[config.mk]
export PLATFORM = sky130hd
export DESIGN_NAME = pfcfg_register
export DESIGN_NICKNAME = d
export VERILOG_FILES = /design/src/core/pfcfg_register.v /design/src/core/pfcfg_write_check.v
export VERILOG_INCLUDE_DIRS = /design/src /design/src/include
export SDC_FILE = /design/constraint.sdc
export NUM_CORES = 1
export LEC_CHECK = 0
export BUFFER_PORTS_ARGS = -buffer_cell sky130_fd_sc_hd__buf_2
export CAP_MARGIN = 10
export CORE_AREA = 2 2 149 151
export DETAILED_ROUTE_END_ITERATION = 8
export DIE_AREA = 0 0 151 153
export HOLD_SLACK_MARGIN = 0.1
export MAX_ROUTING_LAYER = met4
export PLACE_DENSITY_LB_ADDON = 0.15
export SYNTH_ARGS = -nofsm -noshare
export SYNTH_HDL_FRONTEND = slang
export SYNTH_SLANG_ARGS = --single-unit
[constraint.sdc]
create_clock -name i_clock -period 1.02 [get_ports i_clock]
set_input_delay 0.306 -clock i_clock [delete_from_list [all_inputs] [get_ports i_clock]]
set_output_delay 0.306 -clock i_clock [all_outputs]
set_load 0.005 [all_outputs]
[src/include/pfcfg_defs.vh]
// constants for the profiling feature configuration register block
// assumes one core clock domain and a model-specific register access port
//
// Contract
// registers accessible only when feature-query bit 15 reports profiling
// profiling usable only once extended-state enable mask bit 62 is set
// setting mask bit 62 leaves profiling off; control block address zero
// configuration register decoded at address C000_0105h
// write setting any unsupported bit faults and leaves register unchanged
// configuration bits 31:1 mirrored into the feature-query result leaf
// core tag bits 39:32 copied into every event record's core field
// software should load core tag from local interrupt controller number
// bits 47:40 give the threshold interrupt vector number
// reset clears the whole configuration register to zero
// bit 1 permits the user value-insertion instruction
// bits 2 to 6 each enable counting of one event type
// bit 29 enables continuous sampling, otherwise synchronized mode
// bit 30 stores timestamp counter in records when counter available
// bit 31 permits the ring buffer threshold interrupt
// software enabling threshold interrupt also programs a valid vector
// reads return the stored value; reserved positions read zero
`ifndef PFCFG_DEFS_VH
`define PFCFG_DEFS_VH

// ----------------------------------------------------------------
// addresses and bit positions
// ----------------------------------------------------------------
`define PFCFG_ADDR        32'hC0000105
`define PFCFG_RESET       64'h0000000000000000
`define PFCFG_QUERY_BIT   15
`define PFCFG_XSTATE_BIT  62
`define PFCFG_VAL_BIT     1
`define PFCFG_EVT_LO      2
`define PFCFG_EVT_HI      6
`define PFCFG_CONTINUOUS_SAMPLING_ENABLE_BIT    29
`define PFCFG_TS_BIT      30
`define PFCFG_INT_BIT     31
`define PFCFG_TAG_HI      39
`define PFCFG_TAG_LO      32
`define PFCFG_VEC_HI      47
`define PFCFG_VEC_LO      40
`define PFCFG_MIRROR_HI   31
`define PFCFG_MIRROR_LO   1
// implemented positions: 47:29 and 6:1
`define PFCFG_IMPL_MASK   64'h0000FFFFE000007E

`endif

[src/core/pfcfg_register.v]
// profiling feature configuration register with gating and field outputs
// holds the 64-bit configuration word, its access path and its decode
// assumes msr requests are single-cycle strobes in the core clock domain
// assumes the feature, mask and capability inputs are steady levels
`timescale 1ns/1ps
`include "pfcfg_defs.vh"

module pfcfg_register #(
  parameter WIDTH = 64
) (
  // clock and reset
  input  wire             i_clock,
  input  wire             i_rst_n,
  // feature and state enables
  input  wire [31:0]      i_query_ext_features,
  input  wire [63:0]      i_xstate_enable_mask,
  input  wire [WIDTH-1:0] i_supported_mask,
  input  wire             i_cb_addr_nonzero,
  input  wire             i_timestamp_avail,
  // msr access
  input  wire             i_msr_rd,
  input  wire             i_msr_wr,
  input  wire [31:0]      i_msr_addr,
  input  wire [WIDTH-1:0] i_msr_wdata,
  output reg  [WIDTH-1:0] o_msr_rdata,
  output reg              o_msr_ack,
  output reg              o_gp_fault,
  // decoded configuration
  output wire [31:0]      o_query_leaf_eax,
  output wire             o_profiling_active,
  output wire             o_value_insert_enable,
  output wire [4:0]       o_event_enable,
  output wire             o_continuous_sampling_enable,
  output wire             o_timestamp_store_enable,
  output wire             o_threshold_int_enable,
  output wire [7:0]       o_core_tag,
  output wire [7:0]       o_int_vector
);

  // ----------------------------------------------------------------
  // access kinds and field positions
  // ----------------------------------------------------------------
  localparam [1:0] ACC_IDLE  = 2'b00;
  localparam [1:0] ACC_WRITE = 2'b01;
  localparam [1:0] ACC_READ  = 2'b10;
  localparam       NUM_EVT   = `PFCFG_EVT_HI - `PFCFG_EVT_LO + 1;

  localparam       VAL_POS   = `PFCFG_VAL_BIT;
  localparam       EVT_LO    = `PFCFG_EVT_LO;
  localparam       CONTINUOUS_SAMPLING_ENABLE_POS  = `PFCFG_CONTINUOUS_SAMPLING_ENABLE_BIT;
  localparam       TS_POS    = `PFCFG_TS_BIT;
  localparam       INT_POS   = `PFCFG_INT_BIT;
  localparam       TAG_LO    = `PFCFG_TAG_LO;
  localparam       VEC_LO    = `PFCFG_VEC_LO;
  localparam       MIR_LO    = `PFCFG_MIRROR_LO;
  localparam       MIR_HI    = `PFCFG_MIRROR_HI;

  // ----------------------------------------------------------------
  // decode functions
  // ----------------------------------------------------------------
  // address match, shared by the read and the write path
  function addr_match;
    input [31:0] addr;
    input        visible;
    begin
      addr_match = visible && (addr == `PFCFG_ADDR);
    end
  endfunction

  // write wins when both strobes arrive together
  function [1:0] acc_kind;
    input rd;
    input wr;
    begin
      if (wr) begin
        acc_kind = ACC_WRITE;
      end else if (rd) begin
        acc_kind = ACC_READ;
      end else begin
        acc_kind = ACC_IDLE;
      end
    end
  endfunction

  // reserved positions never hold a one, on store or on read
  function [WIDTH-1:0] impl_filter;
    input [WIDTH-1:0] value;
    begin
      impl_filter = value & `PFCFG_IMPL_MASK;
    end
  endfunction

  // ----------------------------------------------------------------
  // declarations
  // ----------------------------------------------------------------
  reg  [WIDTH-1:0] profiling_feature_config;
  reg  [WIDTH-1:0] next_config;
  reg  [WIDTH-1:0] next_rdata;
  reg              next_ack;
  reg              next_fault;
  wire             msr_visible;
  wire             xstate_on;
  wire             hit;
  wire             legal;
  wire [1:0]       kind;

  // ----------------------------------------------------------------
  // gating
  // ----------------------------------------------------------------
  assign msr_visible = i_query_ext_features[`PFCFG_QUERY_BIT];
  assign xstate_on   = i_xstate_enable_mask[`PFCFG_XSTATE_BIT];
  // address zero keeps profiling off even after mask bit is set
  assign o_profiling_active = xstate_on & i_cb_addr_nonzero;
  assign hit  = addr_match(i_msr_addr, msr_visible);
  assign kind = acc_kind(i_msr_rd, i_msr_wr);

  pfcfg_write_check #(
    .WIDTH (WIDTH)
  ) u_check (
    .i_wdata     (i_msr_wdata),
    .i_supported (i_supported_mask),
    .o_legal     (legal)
  );

  // ----------------------------------------------------------------
  // next state
  // ----------------------------------------------------------------
  // an unmapped or hidden address faults instead of acking silently
  always @* begin
    next_config = profiling_feature_config;
    next_rdata  = {WIDTH{1'b0}};
    next_ack    = 1'b0;
    next_fault  = 1'b0;
    case (kind)
      ACC_WRITE: begin
        if (hit && legal) begin
          next_config = impl_filter(i_msr_wdata);
          next_ack    = 1'b1;
        end else begin
          next_fault  = 1'b1;
        end
      end
      ACC_READ: begin
        if (hit) begin
          next_rdata = impl_filter(profiling_feature_config);
          next_ack   = 1'b1;
        end else begin
          next_fault = 1'b1;
        end
      end
      default: begin
        next_ack = 1'b0;
      end
    endcase
  end

  // ----------------------------------------------------------------
  // register and access
  // ----------------------------------------------------------------
  // answers last one cycle; rdata is zero outside an ack
  always @(posedge i_clock or negedge i_rst_n) begin
    if (!i_rst_n) begin
      profiling_feature_config <= `PFCFG_RESET;
      o_msr_rdata              <= {WIDTH{1'b0}};
      o_msr_ack                <= 1'b0;
      o_gp_fault               <= 1'b0;
    end else begin
      profiling_feature_config <= next_config;
      o_msr_rdata              <= next_rdata;
      o_msr_ack                <= next_ack;
      o_gp_fault               <= next_fault;
    end
  end

  // ----------------------------------------------------------------
  // field outputs
  // ----------------------------------------------------------------
  genvar g;

  // bit 0 of the leaf is not part of the mirror
  assign o_query_leaf_eax[0] = 1'b0;
  generate
    for (g = MIR_LO; g <= MIR_HI; g = g + 1) begin : g_leaf
      assign o_query_leaf_eax[g] =
        profiling_feature_config[g];
    end
  endgenerate

  generate
    for (g = 0; g < NUM_EVT; g = g + 1) begin : g_evt
      assign o_event_enable[g] =
        profiling_feature_config[EVT_LO + g];
    end
  endgenerate

  assign o_value_insert_enable =
    profiling_feature_config[VAL_POS];

  assign o_continuous_sampling_enable =
    profiling_feature_config[CONTINUOUS_SAMPLING_ENABLE_POS];

  assign o_timestamp_store_enable =
    profiling_feature_config[TS_POS] & i_timestamp_avail;

  assign o_threshold_int_enable =
    profiling_feature_config[INT_POS];

  assign o_core_tag =
    profiling_feature_config[TAG_LO +: 8];

  // vector validity is software's duty when the interrupt is enabled
  assign o_int_vector =
    profiling_feature_config[VEC_LO +: 8];

endmodule // pfcfg_register

[src/core/pfcfg_write_check.v]
// write legality check against the supported-feature mask
// assumes the capability mask is steady while a write is presented
`timescale 1ns/1ps
`include "pfcfg_defs.vh"

module pfcfg_write_check #(
  parameter WIDTH = 64
) (
  // write data and capability
  input  wire [WIDTH-1:0] i_wdata,
  input  wire [WIDTH-1:0] i_supported,
  // verdict
  output wire             o_legal
);

  // ----------------------------------------------------------------
  // check
  // ----------------------------------------------------------------
  // tag and vector carry no capability bit, so they are always allowed
  wire [WIDTH-1:0] allowed;
  assign allowed = i_supported |
                   {{(WIDTH-48){1'b0}}, 16'hFFFF, 32'h00000000};
  assign o_legal = ~|(i_wdata & ~allowed);

endmodule // pfcfg_write_check

### Word-level counts from Yosys, hierarchy flattened

Index checks and enable logic that the tools add are counted.

| operators by class | value |
|---|---|
| eq/ne operators | 3 |
| mux-type cells | 10 |
| bitwise operators | 4 |
| reduce and logical (&&, ||, !) cells | 5 |

Operator list:

| cell | count |
|---|---|
| 2-to-1 mux 48 bit | 2 |
| bitwise AND 64 bit | 1 |
| inverter 64 bit | 1 |
| OR reduction 64 bit | 1 |
| equality test 32 bit, second input constant | 1 |
| 2-to-1 mux 1 bit | 4 |
| 2-to-1 mux 2 bit | 2 |
| case mux 1 bit (2 select lines) | 2 |
| bitwise AND 1 bit | 2 |
| equality test 2 x 1 -> 1 bit, second input constant | 1 |
| equality test 2 bit, second input constant | 1 |
| logical AND 1 bit | 2 |
| AND reduction 2 bit | 1 |
| logical NOT 1 bit | 1 |

| word-level totals | value |
|---|---|
| flip-flop bits (word level) | 91 |
| input port bits | 262 |
| output and inout port bits | 124 |
| logic and storage cells | 26 |

### Logic depth before layout (Yosys ltp)

| depth | value |
|---|---|
| word-level depth | 7 |
| depth in mapped cells | 6 |
| gate-level depth less buffers | 5 |

### Hierarchy

From an unflattened synthesis, not the netlist that was laid out.

| unflattened totals | value |
|---|---|
| cell total of the unflattened synthesis | 266 |
| area, all modules | 2955.3 µm² |

Modules (own cells, without submodules):

| module | times used | cells each | area an instance (µm²) | seq. area each (µm²) |
|---|---|---|---|---|
| pfcfg_register | 1 | 202 | 2478.6 | 1301.2 |
| pfcfg_write_check | 1 | 64 | 476.7 | 0.0 |

### Worst setup path after synthesis

No wires, ideal clock.

| timing path | value |
|---|---|
| kind | input -> register |
| start | in i_msr_addr[4] |
| end | reg profiling_feature_config[1] |
| library setup time | 0.125 ns |
| arrival | 1.729 ns |
| required time | 0.895 ns |
| setup slack | -0.834 ns |
| cell stages on the path | 6 |
| buffers on the path | 1 |
| cell sequence | nor4_1 nand4_1 nor4_2 nand4_2 buf_6 mux2_4 |

| between the ends | value |
|---|---|
| word-level cells in the longest chain between the ends | 4 |

RTL lines:

| what | RTL line | RTL |
|---|---|---|
| start: declaration | pfcfg_register.v:23 | `input wire [31:0] i_msr_addr,` |
| equality test 32 bit (no source line) | - |  |
| logical AND 1 bit | pfcfg_register.v:66 | `` addr_match = visible && (addr == `PFCFG_ADDR); `` |
| logical AND 1 bit | pfcfg_register.v:136 | `if (hit && legal) begin` |
| AND reduction 2 bit (no source line) | - |  |
| end signal: assignment | pfcfg_register.v:163 | `` profiling_feature_config <= `PFCFG_RESET; `` |
| end signal: assignment | pfcfg_register.v:168 | `profiling_feature_config <= next_config;` |
| end: declaration | pfcfg_register.v:96 | `reg [WIDTH-1:0] profiling_feature_config;` |

No other way between the ends.
A chain may end at the register's enable or synchronous reset.

### Worst setup path in the final report

| timing path | value |
|---|---|
| start | in i_msr_addr[5] |
| end | reg profiling_feature_config[46] |

The elaborated chain is that of the path after synthesis.

==> tab_implementation.tex <==
\begin{tabular}{lr}
\hline
Metric & Value \\
\hline
\multicolumn{2}{l}{\textbf{Min path}} \\
\quad Hold Path Origin & i\_msr\_wdata[38] \\
\quad Class of the most critical hold timing path & input pin to register \\
\quad End point of the worst hold path & profiling\_feature\_config[38]\$\_DFFE\_PN0P\_ \\
\quad Cell depth of the worst hold path & 2 \\
\multicolumn{2}{l}{\textbf{Synthesis}} \\
\quad Ys Warns & 0 \\
\quad Syn Std Cell Area & 2960 um\^{}2 \\
\quad Post-synth EDFFs & 0 \\
\quad Mean post-synth cell area & 11.2 um\^{}2 \\
\quad Sequential area share after synthesis & roughly 44\% \\
\quad Count of different cell masters after synthesis & 24 \\
\quad Most frequently used flop master after synthesis & sky130\_fd\_sc\_hd\_\_dfrtp\_1 \\
\quad Synth async-reset ratio & 100\% \\
\quad Post-Syn Instances & 265 \\
\quad Flip-flop and latch count after synthesis & 52 \\
\multicolumn{2}{l}{\textbf{Timing}} \\
\quad Max Clock Freq & 0.583 GHz \\
\quad Worst slack on hold paths & 0.247 ns \\
\quad Period utilization & 168\% \\
\quad Setup repair after global routing missed its margin & true \\
\quad Hold Fails Final Rpt & 0 \\
\quad Clock period minus worst slack & 1.72 ns \\
\quad Setup violators final & 113 \\
\quad Setup ws final & -0.695 ns \\
\quad Max-slew violations & 0 \\
\quad Clock Skews & just over 0.002 ns \\
\multicolumn{2}{l}{\textbf{Placement}} \\
\quad Cell total after placement & approximately 770 \\
\quad Final weighted congestion in routability-driven placement & 0.722 \\
\quad I/O Buffers & 213 \\
\quad Detailed Place HPWL & 7770 um \\
\quad Worst-case setup slack after placement & -0.980 ns \\
\multicolumn{2}{l}{\textbf{Setup path}} \\
\quad List of cells traversed by the critical path & buf\_2, nor4b\_2, nand4\_1, buf\_4, nor4\_4, nand4\_2, buf\_6, clkbuf\_16, mux2\_4 \\
\quad Startpoint class of the critical path & input pin \\
\quad Origin of the critical flop-to-flop path & profiling\_feature\_config[39]\$\_DFFE\_PN0P\_ \\
\quad Type of the worst setup path & input pin to register \\
\quad Worst Reg2Reg Path Length in Cells & 3 \\
\quad Slowest library cell on the worst path & sky130\_fd\_sc\_hd\_\_mux2\_4 \\
\quad Highest fanout seen on the critical path & 6 \\
\quad CP endpoint kind & register \\
\quad Arrival time of data at the critical path endpoint & 1.89 ns \\
\quad Reg-to-reg critical path endpoint & profiling\_feature\_config[39]\$\_DFFE\_PN0P\_ \\
\quad Kind of cell adding the most delay to the critical path & simple AND/OR/NAND/NOR gates \\
\quad Number of buffer and inverter instances along the worst setup path & 4 \\
\quad Critical path's largest stage delay & 0.29 ns \\
\quad Reg-to-reg setup timing slack & 0.03 ns \\
\quad WP data required & 1.20 ns \\
\multicolumn{2}{l}{\textbf{Finish}} \\
\quad Highest-count cells in the layout ignoring fill and taps & 201 x sky130\_fd\_sc\_hd\_\_buf\_2, 62 x sky130\_fd\_sc\_hd\_\_conb\_1, 51 x sky130\_fd\_sc\_hd\_\_dfrtp\_1 \\
\quad Layout net count & 789 \\
\quad Fin cells & about 800 \\
\quad Most common library cell in the layout ignoring fill and taps & sky130\_fd\_sc\_hd\_\_buf\_2 \\
\quad Final standard cell utilization of the core & 23.3\% \\
\quad Area overhead of the layout relative to synthesis & 69.6\% \\
\quad Proportion of layout cells with a drive suffix above 1 & 64.0\% \\
\multicolumn{2}{l}{\textbf{Status}} \\
\quad Status & finished with violations \\
\quad Violations in the final reports & setup timing \\
\multicolumn{2}{l}{\textbf{Global route}} \\
\quad All-layer global routing usage & approximately 8.5\% \\
\quad Total congestion overflow after global routing & 0 \\
\quad Number of global-route vias before repair & 2679 \\
\quad Global-route wire length before repair & $\sim$15000 um \\
\quad Maximum number of pins on one net before global-route repair & 53 \\
\quad Antenna violations before repair & 1 \\
\multicolumn{2}{l}{\textbf{Power}} \\
\quad Maximum ir drop on the vdd rail & 599 uV \\
\quad Leak Pwr & approximately 2.9 nW \\
\quad Power density relative to cell area & 920 nW/um\^{}2 \\
\multicolumn{2}{l}{\textbf{Floorplanning}} \\
\quad Die Footprint & 23100 um\^{}2 \\
\quad DIE HEIGHT & $\sim$150 um \\
\quad Horizontal die dimension & approximately 150 um \\
\quad Core Footprint & 21500 um\^{}2 \\
\quad Row cnt & 54 \\
\quad Top-Level Pins & 386 \\
\quad Effective utilization at floorplan & 13.8\% \\
\multicolumn{2}{l}{\textbf{Clock network}} \\
\quad Inserted Clock Buffers & 5 \\
\quad Insertion delay to the later sink of the worst-skew pair & 0.29 ns \\
\quad CTS H-tree lvls & 2 \\
\quad Longest Clk Path Bufs & 2 \\
\quad Root buffer cell & sky130\_fd\_sc\_hd\_\_clkbuf\_16 \\
\quad Post-CTS clock slew at the launch and capture registers of the worst setup and hold paths & 0.07 ns \\
\quad CTS tree & yes \\
\quad Clock sink total & between 50 and 60 \\
\multicolumn{2}{l}{\textbf{Run}} \\
\quad Max-cap violations & 0 \\
\multicolumn{2}{l}{\textbf{Routing}} \\
\quad Average detailed-routed wire length per instance & 12.8 um \\
\quad Post-detailed-route count of antenna-violating nets & 0 \\
\quad Drt via density & 3.27 \\
\quad Via count & 2645 \\
\quad Final WL & 10300 um \\
\quad Violation count after the first detailed-routing iteration & 55 \\
\quad Pre-antenna DRT Iters & 4 \\
\quad Count of unresolved DRC violations after routing & 0 \\
\hline
\end{tabular}
metrics by stage:
| step | setup TNS (ns) | power [mW] | instance area (um^2) |
|---|---|---|---|
| floorplan | -34.69 | 2.45 | 3220 |
| global placement | -46.77 | 2.70 | 4270 |
| detailed placement | -46.38 | 2.70 | 4270 |
| CTS | -38.89 | 4.70 | 4790 |
| global route | -44.36 | 4.88 | 5020 |
| finish | -37.91 | 4.61 | 5020 |
sequential cells by signal, indices dropped and copies added, names as in the netlist:
name / count
o_msr_ack: 1
o_gp_fault: 1
profiling_feature_config: 25
o_msr_rdata: 25
per-layer routing:
layer	global-route usage [%]	part of all wire, %
met1	10.3	41
met2	14.6	48
met3	1.64	9.6
met4	2.14	0.83
met5	-	0
kinds of logic after synthesis:
| kind of cell | after synthesis | share of synthesized area (%) |
|---|---|---|
| mux | 25 | 12.1 |
| other cells | 1 | 0.127 |
| simple gates | 86 | 19.3 |
| compound gates | 14 | 4.02 |
| flops | 52 | 44.0 |
| buf+inv | 87 | 20.5 |
timing repair:
action                     4_1_cts  5_1_grt
cloned                           2        4
gates resized for setup         22       31
pin swaps                        1       21
hold buffers                     1        0
hold endpoints to repair        52        0
buffers inserted                23        7
setup endpoints to repair      113      113
worst max path at each step:
stage	from	endpoint	slack (ns)	cells after the start
after floorplan	i_msr_addr[11]	profiling_feature_config[1]$_DFFE_PN0P_	-0.79	6
after global placement	i_msr_addr[21]	profiling_feature_config[41]$_DFFE_PN0P_	-0.96	7
final	i_msr_addr[5]	profiling_feature_config[46]$_DFFE_PN0P_	-0.70	9
after detailed placement	i_msr_wdata[3]	profiling_feature_config[38]$_DFFE_PN0P_	-0.98	8
after global routing	i_msr_addr[24]	profiling_feature_config[1]$_DFFE_PN0P_	-0.76	8
after CTS	i_msr_addr[4]	profiling_feature_config[39]$_DFFE_PN0P_	-0.67	8
cells in the mapped netlist, types with 2 or more instances:
library cell                number  area (um^2)
sky130_fd_sc_hd__mux2_2          5         56.3
sky130_fd_sc_hd__inv_1          13         48.8
sky130_fd_sc_hd__buf_4          70          526
sky130_fd_sc_hd__mux2_4         20          300
sky130_fd_sc_hd__nor4_1          3         18.8
sky130_fd_sc_hd__and2_1         27          169
sky130_fd_sc_hd__nor4_2          4         50.1
sky130_fd_sc_hd__nor4b_1         2         17.5
sky130_fd_sc_hd__clkbuf_2        2         10.0
sky130_fd_sc_hd__buf_6           2         22.5
sky130_fd_sc_hd__o2111ai_1      12          105
sky130_fd_sc_hd__nand2b_1       36          225
sky130_fd_sc_hd__dfrtp_1        52         1300
sky130_fd_sc_hd__nor2_1          3         11.3
sky130_fd_sc_hd__nand4_1         3         18.8
sky130_fd_sc_hd__nand2_1         3         11.3
power breakdown:
group / switching (mW) / total [mW] / internal, mW / leakage [nW]
clock: 0.752 / 1.91 / 1.15 / 0.0798
sequential: 0.00203 / 2.06 / 2.06 / 0.722
combinational: 0.293 / 0.645 / 0.352 / 2.07
final cells by class:
type	count	area, um^2
Clock buffer	5	125
Tap cell	280	350
Fill cell	2339	16500
Antenna cell	1	2.50
Multi-Input combinational cell	187	1450
Inverter	13	48.8
Clock inverter	3	42.5
Timing Repair Buffer	268	1690
Sequential cell	52	1300
No activity file was read; power rests on OpenSTA's default activity.
